**config.mk**
```make
export PLATFORM = sky130hd
export DESIGN_NAME = mce_export
export DESIGN_NICKNAME = d
export VERILOG_FILES = /design/src/hw/mce_pkg.sv /design/src/hw/mce_req_gate.sv /design/src/hw/mce_export.sv
export SDC_FILE = /design/constraint.sdc
export NUM_CORES = 1
export LEC_CHECK = 0
export ABC_AREA = 1
export BUFFER_PORTS_ARGS = -buffer_cell sky130_fd_sc_hd__buf_2
export CAP_MARGIN = 40
export CELL_PAD_IN_SITES_DETAIL_PLACEMENT = 1
export CELL_PAD_IN_SITES_GLOBAL_PLACEMENT = 1
export CORE_ASPECT_RATIO = 1.75
export CORE_MARGIN = 1.5
export CORE_UTILIZATION = 34
export DETAILED_ROUTE_END_ITERATION = 12
export GPL_ROUTABILITY_DRIVEN = 0
export PLACE_DENSITY = 0.95
export SLEW_MARGIN = 15
export SYNTH_ARGS = -nofsm -noshare
export SYNTH_HDL_FRONTEND = slang
export SYNTH_SLANG_ARGS = --single-unit
```
**constraint.sdc**
```tcl
create_clock -name i_clk -period 2.14 [get_ports i_clk]
set_input_delay 0.107 -clock i_clk [delete_from_list [all_inputs] [get_ports i_clk]]
set_output_delay 0.107 -clock i_clk [all_outputs]
set_load 0.005 [all_outputs]
```
**src/hw/mce_pkg.sv**
```systemverilog
// constants and carrier types for the msi configuration export block
// Notes on behaviour
// - message data as programmed by configuration writes appears on its own 16-bit output.
// - a 13-bit bus/device number, captured from the link or programmed, is output.
// - per-vector masking capable bit of the control value always reads zero.
// - control bit 7 reports whether 64-bit message addresses can be sent.
// - allocated-vector codes 000..101 mean 1..32 vectors; 110 and 111 are never used.
// - bits 3 to 1 report requested vectors with the same power-of-two code.
// - no message request is issued in the cycle after one in which the enable bit is zero and the clock enable is high.
// - the whole 16-bit control value is driven out to the application logic.
// - the upper 32 address bits are output for 64-bit message addresses.
package mce_pkg;

   // configuration byte addresses (dword aligned)
   localparam logic [11:0] BUSDEV_OFFSET   = 12'h008;
   localparam logic [11:0] MSI_CAP_OFFSET  = 12'h050;
   localparam logic [11:0] MSI_ADDR_HI_OFF = 12'h058;
   localparam logic [11:0] MSI_DATA64_OFF  = 12'h05c;
   localparam logic [11:0] MSI_DATA32_OFF  = 12'h058;

   // control value field positions
   localparam int CTRL_ENABLE_BIT = 0;
   localparam int CTRL_MMC_LSB    = 1;
   localparam int CTRL_MME_LSB    = 4;
   localparam int CTRL_CAP64_BIT  = 7;
   localparam int CTRL_MASK_BIT   = 8;
   localparam int CTRL_RSVD_LSB   = 9;
   localparam int CTRL_WORD_LSB   = 16;

   // fixed capability settings of this function
   localparam logic       CAP_64BIT     = 1'b1;
   localparam logic [2:0] MMC_REQUESTED = 3'h5;
   localparam logic [2:0] MME_LAST_OK   = 3'h5;

   // reset values
   localparam logic [15:0] CTRL_RESET   = {7'h00, 1'b0, CAP_64BIT, 3'h0, MMC_REQUESTED, 1'b0};
   localparam logic [15:0] DATA_RESET   = 16'h0000;
   localparam logic [31:0] ADDR_RESET   = 32'h0000_0000;
   localparam logic [12:0] BUSDEV_RESET = 13'h0000;

   typedef struct packed {
      logic        wr;
      logic [11:0] addr;
      logic [3:0]  be;
      logic [31:0] wdata;
   } mce_cfg_wr_type;

   typedef struct packed {
      logic        valid;
      logic [12:0] value;
   } mce_capture_type;

   // merge byte-enabled write data into an old dword
   function automatic logic [31:0] mce_merge(input logic [31:0] old_v, input logic [31:0] new_v,
                                             input logic [3:0] be);
      logic [31:0] r;
      r = old_v;
      for (int i = 0; i < 4; i++) begin
         if (be[i]) begin
            r[i*8 +: 8] = new_v[i*8 +: 8];
         end
      end
      return r;
   endfunction : mce_merge

endpackage : mce_pkg

```
**src/hw/mce_req_gate.sv**
```systemverilog
// gate that passes application message requests only while messages are enabled
module mce_req_gate
   import mce_pkg::*;
(
   // clock and reset
   input  wire logic i_clk,
   input  wire logic i_reset,
   input  wire logic i_ce,
   // control
   input  wire logic i_enable,
   input  wire logic i_req,
   // result
   output logic      o_req,
   output logic      o_blocked
);

   typedef struct packed {
      logic req;
      logic blocked;
   } mce_gate_state_type;

   mce_gate_state_type state;
   mce_gate_state_type next_state;

   always_comb begin
      next_state         = state;
      next_state.req     = i_req & i_enable;
      next_state.blocked = i_req & ~i_enable;
   end

   always_ff @(posedge i_clk) begin
      if (i_reset) begin
         state <= '0;
      end else if (i_ce) begin
         state <= next_state;
      end
   end

   assign o_req     = state.req;
   assign o_blocked = state.blocked;

   chk_gate_no_req: assert property (@(posedge i_clk) disable iff (i_reset)
      i_ce && !i_enable |=> !o_req) else $error("request passed while disabled");
   chk_gate_passes: assert property (@(posedge i_clk) disable iff (i_reset)
      i_ce && i_enable && i_req |=> o_req && !o_blocked) else $error("enabled request lost");

endmodule : mce_req_gate

```
**src/hw/mce_export.sv**
```systemverilog
// msi configuration registers exported to the application logic
module mce_export
   import mce_pkg::*;
(
   // clock and reset
   input  wire logic            i_clk,
   input  wire logic            i_reset,
   input  wire logic            i_ce,
   // configuration writes from the host
   input  wire mce_cfg_wr_type  i_cfg,
   // bus/device number seen on the link
   input  wire mce_capture_type i_capture,
   // application message request
   input  wire logic            i_app_msi_req,
   // exported values
   output logic [15:0]          o_msi_data,
   output logic [12:0]          o_busdev,
   output logic [15:0]          o_msi_ctrl,
   output logic [31:0]          o_msi_addr_hi,
   // gated request
   output logic                 o_msi_req,
   output logic                 o_msi_blocked
);

   typedef struct packed {
      logic [15:0] ctrl;
      logic [31:0] addr_hi;
      logic [15:0] data;
      logic [12:0] busdev;
   } mce_state_type;

   mce_state_type state;
   mce_state_type next_state;

   logic [31:0] ctrl_word;
   logic [31:0] ctrl_merged;
   logic [31:0] data_merged;
   logic [31:0] busdev_merged;
   logic [31:0] addr_merged;
   logic [11:0] data_offset;
   logic [2:0]  mme_new;

   // message data moves down a dword when only 32-bit addresses are supported
   assign data_offset = CAP_64BIT ? MSI_DATA64_OFF : MSI_DATA32_OFF;

   always_comb begin
      next_state    = state;
      ctrl_word     = {state.ctrl, 16'h0000};
      ctrl_merged   = mce_merge(ctrl_word, i_cfg.wdata, i_cfg.be);
      data_merged   = mce_merge({16'h0000, state.data}, i_cfg.wdata, i_cfg.be);
      busdev_merged = mce_merge({19'h00000, state.busdev}, i_cfg.wdata, i_cfg.be);
      addr_merged   = mce_merge(state.addr_hi, i_cfg.wdata, i_cfg.be);
      mme_new       = ctrl_merged[CTRL_WORD_LSB + CTRL_MME_LSB +: 3];
      // link capture first; an explicit programming write in the same cycle wins
      if (i_capture.valid) begin
         next_state.busdev = i_capture.value;
      end
      if (i_cfg.wr) begin
         if (i_cfg.addr == MSI_CAP_OFFSET) begin
            // only enable and allocated count are writable; the rest stays constant
            next_state.ctrl[CTRL_ENABLE_BIT] = ctrl_merged[CTRL_WORD_LSB + CTRL_ENABLE_BIT];
            // reserved codes are refused so the count always stays meaningful
            if (mme_new <= MME_LAST_OK) begin
               next_state.ctrl[CTRL_MME_LSB +: 3] = mme_new;
            end
         end
         if (CAP_64BIT && i_cfg.addr == MSI_ADDR_HI_OFF) begin
            next_state.addr_hi = addr_merged;
         end
         if (i_cfg.addr == data_offset) begin
            next_state.data = data_merged[15:0];
         end
         if (i_cfg.addr == BUSDEV_OFFSET) begin
            next_state.busdev = busdev_merged[12:0];
         end
      end
      // read-only fields are re-asserted every cycle
      next_state.ctrl[CTRL_MASK_BIT]      = 1'b0;
      next_state.ctrl[CTRL_CAP64_BIT]     = CAP_64BIT;
      next_state.ctrl[CTRL_MMC_LSB +: 3]  = MMC_REQUESTED;
      next_state.ctrl[15:CTRL_RSVD_LSB]   = '0;
   end

   always_ff @(posedge i_clk) begin
      if (i_reset) begin
         state.ctrl    <= CTRL_RESET;
         state.addr_hi <= ADDR_RESET;
         state.data    <= DATA_RESET;
         state.busdev  <= BUSDEV_RESET;
      end else if (i_ce) begin
         state <= next_state;
      end
   end

   assign o_msi_data    = state.data;
   assign o_busdev      = state.busdev;
   assign o_msi_ctrl    = state.ctrl;
   assign o_msi_addr_hi = state.addr_hi;

   // requests see the enable bit as registered, one cycle behind a write
   mce_req_gate mce_req_gate_inst (
      .i_clk     (i_clk),
      .i_reset   (i_reset),
      .i_ce      (i_ce),
      .i_enable  (state.ctrl[CTRL_ENABLE_BIT]),
      .i_req     (i_app_msi_req),
      .o_req     (o_msi_req),
      .o_blocked (o_msi_blocked)
   );

   // one write decode shared by the checks below
   function automatic logic cfg_hit(input mce_cfg_wr_type c, input logic [11:0] a);
      return c.wr && (c.addr == a);
   endfunction : cfg_hit

   // read-only parts of the control value
   chk_mask_bit_zero: assert property (@(posedge i_clk) disable iff (i_reset)
      o_msi_ctrl[CTRL_MASK_BIT] == 1'b0) else $error("mask capable bit set");
   chk_cap64_bit: assert property (@(posedge i_clk) disable iff (i_reset)
      o_msi_ctrl[CTRL_CAP64_BIT] == CAP_64BIT) else $error("64-bit capability wrong");
   chk_mmc_field: assert property (@(posedge i_clk) disable iff (i_reset)
      o_msi_ctrl[CTRL_MMC_LSB +: 3] == MMC_REQUESTED) else $error("requested count wrong");
   chk_reserved_zero: assert property (@(posedge i_clk) disable iff (i_reset)
      o_msi_ctrl[15:CTRL_RSVD_LSB] == '0) else $error("reserved control bits set");

   // allocated count: legal codes land, reserved codes leave the field alone
   chk_mme_legal: assert property (@(posedge i_clk) disable iff (i_reset)
      o_msi_ctrl[CTRL_MME_LSB +: 3] <= MME_LAST_OK) else $error("reserved vector code held");
   chk_mme_write: assert property (@(posedge i_clk) disable iff (i_reset)
      i_ce && cfg_hit(i_cfg, MSI_CAP_OFFSET) && i_cfg.be[2]
      && i_cfg.wdata[CTRL_WORD_LSB + CTRL_MME_LSB +: 3] <= MME_LAST_OK
      |=> o_msi_ctrl[CTRL_MME_LSB +: 3] == $past(i_cfg.wdata[CTRL_WORD_LSB + CTRL_MME_LSB +: 3]))
      else $error("allocated count not written");
   chk_mme_refused: assert property (@(posedge i_clk) disable iff (i_reset)
      i_ce && cfg_hit(i_cfg, MSI_CAP_OFFSET) && i_cfg.be[2]
      && i_cfg.wdata[CTRL_WORD_LSB + CTRL_MME_LSB +: 3] > MME_LAST_OK
      |=> $stable(o_msi_ctrl[CTRL_MME_LSB +: 3])) else $error("reserved count accepted");
   chk_enable_write: assert property (@(posedge i_clk) disable iff (i_reset)
      i_ce && cfg_hit(i_cfg, MSI_CAP_OFFSET) && i_cfg.be[2]
      |=> o_msi_ctrl[CTRL_ENABLE_BIT] == $past(i_cfg.wdata[CTRL_WORD_LSB]))
      else $error("enable bit not written");
   chk_ctrl_hold: assert property (@(posedge i_clk) disable iff (i_reset)
      i_ce && !cfg_hit(i_cfg, MSI_CAP_OFFSET)
      |=> $stable(o_msi_ctrl)) else $error("control moved without a write");

   // message data and upper address
   chk_data_write: assert property (@(posedge i_clk) disable iff (i_reset)
      i_ce && cfg_hit(i_cfg, data_offset) && i_cfg.be[1:0] == 2'h3
      |=> o_msi_data == $past(i_cfg.wdata[15:0])) else $error("message data not written");
   chk_data_low_byte: assert property (@(posedge i_clk) disable iff (i_reset)
      i_ce && cfg_hit(i_cfg, data_offset) && i_cfg.be[1:0] == 2'h1
      |=> o_msi_data[7:0] == $past(i_cfg.wdata[7:0]) && $stable(o_msi_data[15:8]))
      else $error("byte enables ignored on data");
   chk_data_hold: assert property (@(posedge i_clk) disable iff (i_reset)
      i_ce && !cfg_hit(i_cfg, data_offset)
      |=> $stable(o_msi_data)) else $error("message data moved without a write");
   chk_addr_write: assert property (@(posedge i_clk) disable iff (i_reset)
      i_ce && cfg_hit(i_cfg, MSI_ADDR_HI_OFF) && i_cfg.be == 4'hf
      |=> o_msi_addr_hi == $past(i_cfg.wdata)) else $error("upper address not written");
   chk_addr_hold: assert property (@(posedge i_clk) disable iff (i_reset)
      i_ce && !cfg_hit(i_cfg, MSI_ADDR_HI_OFF)
      |=> $stable(o_msi_addr_hi)) else $error("upper address moved without a write");

   // bus/device number: capture, programming write and hold
   chk_busdev_capture: assert property (@(posedge i_clk) disable iff (i_reset)
      i_ce && i_capture.valid && !cfg_hit(i_cfg, BUSDEV_OFFSET)
      |=> o_busdev == $past(i_capture.value)) else $error("bus/device not captured");
   chk_busdev_write: assert property (@(posedge i_clk) disable iff (i_reset)
      i_ce && cfg_hit(i_cfg, BUSDEV_OFFSET) && i_cfg.be[1:0] == 2'h3
      |=> o_busdev == $past(i_cfg.wdata[12:0])) else $error("bus/device write lost");
   chk_busdev_hold: assert property (@(posedge i_clk) disable iff (i_reset)
      i_ce && !i_capture.valid && !cfg_hit(i_cfg, BUSDEV_OFFSET)
      |=> $stable(o_busdev)) else $error("bus/device moved on its own");

   // request gating follows the registered enable bit
   chk_req_disabled: assert property (@(posedge i_clk) disable iff (i_reset)
      i_ce && !o_msi_ctrl[CTRL_ENABLE_BIT] |=> !o_msi_req) else $error("request while disabled");
   chk_req_blocked: assert property (@(posedge i_clk) disable iff (i_reset)
      i_ce && i_app_msi_req && !o_msi_ctrl[CTRL_ENABLE_BIT]
      |=> o_msi_blocked && !o_msi_req) else $error("disabled request not flagged");
   chk_req_passes: assert property (@(posedge i_clk) disable iff (i_reset)
      i_ce && i_app_msi_req && o_msi_ctrl[CTRL_ENABLE_BIT]
      |=> o_msi_req && !o_msi_blocked) else $error("enabled request not passed");
   chk_req_idle: assert property (@(posedge i_clk) disable iff (i_reset)
      i_ce && !i_app_msi_req |=> !o_msi_req && !o_msi_blocked) else $error("request out of nothing");

   // clock enable and reset
   chk_freeze: assert property (@(posedge i_clk) disable iff (i_reset)
      !i_ce |=> $stable(o_msi_ctrl) && $stable(o_msi_data)) else $error("state moved without enable");
   chk_freeze_rest: assert property (@(posedge i_clk) disable iff (i_reset)
      !i_ce |=> $stable(o_msi_addr_hi) && $stable(o_busdev) && $stable(o_msi_req) && $stable(o_msi_blocked))
      else $error("outputs moved without enable");
   chk_reset_values: assert property (@(posedge i_clk)
      i_reset |=> o_msi_ctrl == CTRL_RESET && o_msi_data == DATA_RESET && o_msi_addr_hi == ADDR_RESET
      && o_busdev == BUSDEV_RESET && !o_msi_req && !o_msi_blocked) else $error("reset values wrong");

   cov_enable_set: cover property (@(posedge i_clk) disable iff (i_reset)
      $rose(o_msi_ctrl[CTRL_ENABLE_BIT]));
   cov_req_passed: cover property (@(posedge i_clk) disable iff (i_reset) o_msi_req);
   cov_req_blocked: cover property (@(posedge i_clk) disable iff (i_reset) o_msi_blocked);
   cov_mme_largest: cover property (@(posedge i_clk) disable iff (i_reset)
      o_msi_ctrl[CTRL_MME_LSB +: 3] == MME_LAST_OK);
   cov_mme_refused: cover property (@(posedge i_clk) disable iff (i_reset)
      i_ce && cfg_hit(i_cfg, MSI_CAP_OFFSET) && i_cfg.be[2]
      && i_cfg.wdata[CTRL_WORD_LSB + CTRL_MME_LSB +: 3] > MME_LAST_OK);

endmodule : mce_export

```
# Word level (Yosys, flattened, before mapping)
# Index checks and enable logic that the tools add are counted.
[totals] reg_bits=67 latch_bits=0 ramBits=0 rom_bits=0 input_bits=67 output_inout_bits=79 word_cells=38 n_memories=0
[classes] n_addsub=0 n_mul=0 div=0 order_cmp=1 n_eq_ne=6 n_shift=0 n_mux=6 bitwise_logic=3 n_reduce_logical=10
[ops] operator="13-bit 2-to-1 mux" n=3
[ops] operator="12-bit by 7-bit equality test with 1-bit output, second input constant" n=3
[ops] operator="4-bit AND reduction" n=8
[ops] operator="12-bit by 4-bit equality test with 1-bit output, second input constant" n=1
[ops] operator="8-bit 2-to-1 mux" n=1
[ops] operator="7-bit 2-to-1 mux" n=1
[ops] operator="3-bit != test, second input constant" n=2
[ops] operator="5-bit 2-to-1 mux" n=1
[ops] operator="2-bit AND reduction" n=2
[ops] operator="3-bit less-or-equal comparator, second input constant" n=1
[ops] operator="1-bit AND" n=2
[ops] operator="1-bit inverter" n=1

# Depth between registers and ports, before layout
[depth] word_depth=3 depth_mapped=11 mapped_depth_nobuf=10

# Cells and area by module
# Synthesis repeated with hierarchy kept, for this count alone.
[hier_totals] cells_unflattened=570 area_unflattened_um2=3646.0
[by_module_without_submodules] mod="mce_export" instances=1 cells_each=559 area_each_um2=3559.7
[by_module_without_submodules] mod="mce_req_gate" instances=1 cells_each=11 area_each_um2=86.3

# Least setup slack after synthesis
# Ideal clock, no wire load.
[synth_path] kind="input to register" start="in i_cfg[47] (netlist bit)" end="reg state (netlist bit o_msi_data[0])" setup_time_ps=113 arrival_ps=979 path_slack_ps=1049 cell_stages=7 path_cell_list="nor2_1 nand2_2 nor2_2 nand3_2 buf_2 nor2_1 nor2_1"
[synth_via] elab_chain_cells=2
[synth_rtl] item="from (decl)" line="mce_export.sv:10" rtl="input wire mce_cfg_wr_type i_cfg,"
[synth_rtl] item="12-bit by 7-bit equality test with 1-bit output" line="mce_export.sv:70" rtl="if (i_cfg.addr == data_offset) begin"
[synth_rtl] item="4-bit AND reduction (no line)"
[synth_rtl] item="to (signal assigned)" line="mce_export.sv:91" rtl="state <= next_state;"
[synth_rtl] item="to (decl)" line="mce_export.sv:32" rtl="mce_state_type state;"
# No other way between the ends.
# A chain may end at the register's enable or synchronous reset.

# Final worst setup path
[layout_path] start="in i_cfg[45] (netlist bit)" end="reg state (netlist bit o_msi_addr_hi[8])"
[layout_via] elab_chain_cells=2
[layout_rtl] item="12-bit by 7-bit equality test with 1-bit output" line="mce_export.sv:67" rtl="if (CAP_64BIT && i_cfg.addr == MSI_ADDR_HI_OFF) begin"
[layout_rtl] item="4-bit AND reduction (no line)"
# No other way between the ends.

==> Flow_metrics.wiki <==
{| class="wikitable"
! Metric !! Value
|-
| Adder-cell share of the synthesized area || 0
|-
| Number of antenna violations at the first check in global routing || 1
|-
| Total iterations of the first detailed-routing run || 4
|-
| Count of cells resized by post-cts repair || 0
|-
| Sequential-to-total area share from yosys stat || 0.382
|-
| DIE HEIGHT || 137 µm
|-
| Combined global-route utilization of all metal layers || 0.210
|-
| Post-synthesis average cell area || 6.09 µm²
|-
| Worst-case clock buffer depth || 2
|-
| Number of maximum-capacitance violations || 0
|-
| Share of total power in sequential cells || 0.434
|-
| Post-layout instance count excluding filler cells || around 840
|-
| CP Cell Sequence || buf_2 > nor2_1 > nand2_2 > nor2_8 > nand3_2 > inv_1 > a21oi_1
|-
| Most common cell after layout, fill and taps aside || nand2_1
|-
| Unique cell type count in the Yosys netlist || 23
|-
| Cell internal pwr || 2.19 mW
|-
| Number of fillers in the final layout || 1436
|-
| Ratio of cells with drive above 1 in the final layout || 0.241
|-
| Total Nets Final || slightly below 800
|-
| Number of design rule violations left after detail routing || 0
|-
| Final worst-path cycle share || 0.596
|-
| Total power per unit cell area || 652 mW/mm²
|-
| Buffers on Ports || approximately 130
|-
| Total CTS buffers || 9
|-
| Fraction of synthesized area in multiplexers || 0
|-
| Proportion of total power due to net switching || 0.254
|-
| Startpoint Class || input pin
|-
| Aggregate global routing overflow || 0
|-
| Commonest cells after routing, fill and taps aside || nand2_1 (190), buf_2 (133), nor2_1 (116)
|-
| Initial Utilization || 0.352
|-
| Worst setup EP type || register
|-
| Global-route wire length before repair || 17700 µm
|-
| Detailed Route WL || 11100 µm
|-
| Max Transition Viols Final || 0
|-
| IR drop worst, VDD || 0.450 mV
|-
| H-Tree Level Count || 3
|-
| Main combinational cell family by area after synthesis || simple AND/OR/NAND/NOR gates
|-
| RSZ-0062 raised after global routing || no
|-
| Total clock sinks || 67
|-
| Prevailing post-synth register cell || dfxtp_1
|-
| Final antenna-violating net count || 0
|-
| Number of top-level pins || between 100 and 150
|-
| Estimated wirelength of the detail-placed design || around 9000 µm
|-
| Worst Hold Class || input pin to register
|-
| Status || completed
|-
| Core area || 0.00997 mm²
|-
| Storage element area || around 0.0013 mm²
|-
| Worst setup path category || input pin to register
|-
| Summed negative setup slack over all endpoints || 0 ps
|-
| DIE WIDTH || approximately 80 µm
|-
| Number of standard-cell rows in the floorplan || 48
|-
| DIE AREA || 0.0110 mm²
|-
| Static leakage || 2.80 nW
|-
| Cell count after synthesis || between 500 and 600
|-
| Share of synthesized cell area in and, or, nand and nor gates || 0.403
|-
| Crit path max fanout || 18
|-
| Area of the multi-input gates || about 0.0016 mm²
|-
| Fin Clk Skew || 0.741 ps
|-
| Power Total || 2.94 mW
|-
| Data arrival time at the worst-slack endpoint || between 1000 and 1500 ps
|-
| Number of DRC markers after the initial detailed-route iteration || 95
|-
| Cell at the root of the clock tree || clkbuf_16
|-
| Pin count of the biggest net entering global routing || 34
|-
| Latest clock arrival within the worst-skew pair || 330 ps
|-
| Library cell contributing the largest single delay on the critical path || nor2_8
|-
| Power dissipated by switching net loads || 747 µW
|-
| Share of total power in the clock network || 0.469
|-
| Yosys Warn Count || 0
|-
| Final critical-path required period || 1270 ps
|-
| Routed vias || 3759
|-
| WP data required || 2350 ps
|-
| Parity-gate share of the synthesized area counting xor and xnor cells || 0
|-
| Final setup fails || 0
|-
| CP max stage delay || 320 ps
|-
| Clock transition at path regs || around 60 ps
|-
| Synth async-reset ratio || 0
|-
| Area grow syn2layout || 28.6%
|-
| Vias in the first global route || 3948
|-
| Placed Cells incl. Taps || 815
|-
| Clock tree from TritonCTS || yes
|-
| Area of the mapped netlist || 0.00351 mm²
|-
| Seq cells post-synth || 67
|-
| Average wire per standard cell || 13.3 µm
|-
| Combinational group share of total power || 0.097
|-
| Final Hold Fails || 0
|-
| Maximum achievable frequency || 0.785 GHz
|-
| Routed via count divided by cell count || 4.50
|-
| Fraction of the mapped netlist area in compound gates || 0.0442
|-
| Count of flip-flops with a built-in enable after synthesis || 0
|}
==> worst paths after layout <==
| path | startpoint | to | slack [ps] | depth (start not counted) |
|---|---|---|---|---|
| max | i_cfg[45] | o_msi_addr_hi[8] | 870 | 7 |
| min | i_cfg[23] | o_msi_addr_hi[23] | 10 | 3 |
| max reg2reg | o_msi_ctrl[5] | o_msi_ctrl[6] | 1000 | 8 |
| min reg2reg | o_msi_ctrl[0] | mce_req_gate_inst.o_req | 500 | 2 |
==> sequential cells by signal, indices dropped and copies added, names as in the netlist <==
| register | count |
|---|---|
| o_msi_addr_hi | 32 |
| o_msi_data | 16 |
| o_busdev | 13 |
| o_msi_ctrl | 4 |
| mce_req_gate_inst.o_blocked | 1 |
| mce_req_gate_inst.o_req | 1 |
==> repair_timing <==
item | in CTS | in global routing
hold buffers | 3 | 0
hold endpoints to repair | 3 | 0
buffers inserted | 0 | 0
==> cell type report <==
type                       instances  share of cell area
clock buffer                      10              0.0530
inverter                         103              0.0857
timing repair buffer             139               0.162
clock inverter                     6             0.00888
tap                              125              0.0347
antenna                            1            0.000555
multi-input combinational        384               0.358
sequential                        67               0.297
==> Yosys cell counts (2+ instances only) <==
cell / instances / area, µm²
dfxtp_1: 67 / 1340
nor2_2: 4 / 25.0
inv_1: 102 / 383
buf_2: 12 / 60.1
a21oi_1: 28 / 140
buf_4: 14 / 105
clkbuf_1: 4 / 15.0
nor2_1: 116 / 435
buf_6: 2 / 22.5
nand3_1: 16 / 80.1
o21ai_0: 3 / 15.0
nand2_1: 190 / 713
nand3_2: 5 / 50.1
conb_1: 2 / 7.51
nand2_2: 3 / 18.8
==> power groups by stage <==
stage / logic, mW / registers [mW] / clock network (mW)
3_3_place_gp: 0.268 / 1.30 / 0
4_1_cts: 0.290 / 1.28 / 1.41
3_5_place_dp: 0.283 / 1.30 / 0
2_1_floorplan: 0.163 / 1.31 / 0
5_1_grt: 0.325 / 1.28 / 1.48
6_report: 0.286 / 1.28 / 1.38
==> per-layer routing <==
| layer | vias to the layer above | part of all wire | global-route usage | wire length [µm] |
|---|---|---|---|---|
| li1 | 1903 | - | - | - |
| met1 | 1698 | 0.35 | 0.198 | 3910 |
| met2 | 118 | 0.56 | 0.399 | 6190 |
| met3 | 40 | 0.044 | 0.0477 | 489 |
| met4 | 0 | 0.050 | 0.129 | 554 |
| met5 | - | 0 | 0 | 0 |
==> critical path, delay by kind of cell <==
family / cells / cell delay [ps]
buffers and inverters: 2 / 330
AND/OR/NAND/NOR: 4 / 940
AO/OA/AOI/OAI: 1 / 110
==> cell families after synthesis <==
kind of cell           after synthesis
other                                2
AO/OA/AOI/OAI                       31
buffers and inverters              135
flip-flops                          67
AND/OR/NAND/NOR                    341
==> metrics by stage <==
step | hold slack (ps) | utilization | worst slack (ps) | instance area (µm²)
after floorplan | 242 | - | 1050 | 3540
after global placement | 329 | 0.421 | 633 | 4200
after detailed placement | 335 | 0.421 | 495 | 4200
after CTS | 2.79 | 0.452 | 824 | 4510
after global routing | 1.28 | 0.452 | 723 | 4510
final | 10.0 | 0.452 | 865 | 4510
No activity file was read; power rests on OpenSTA's default activity.
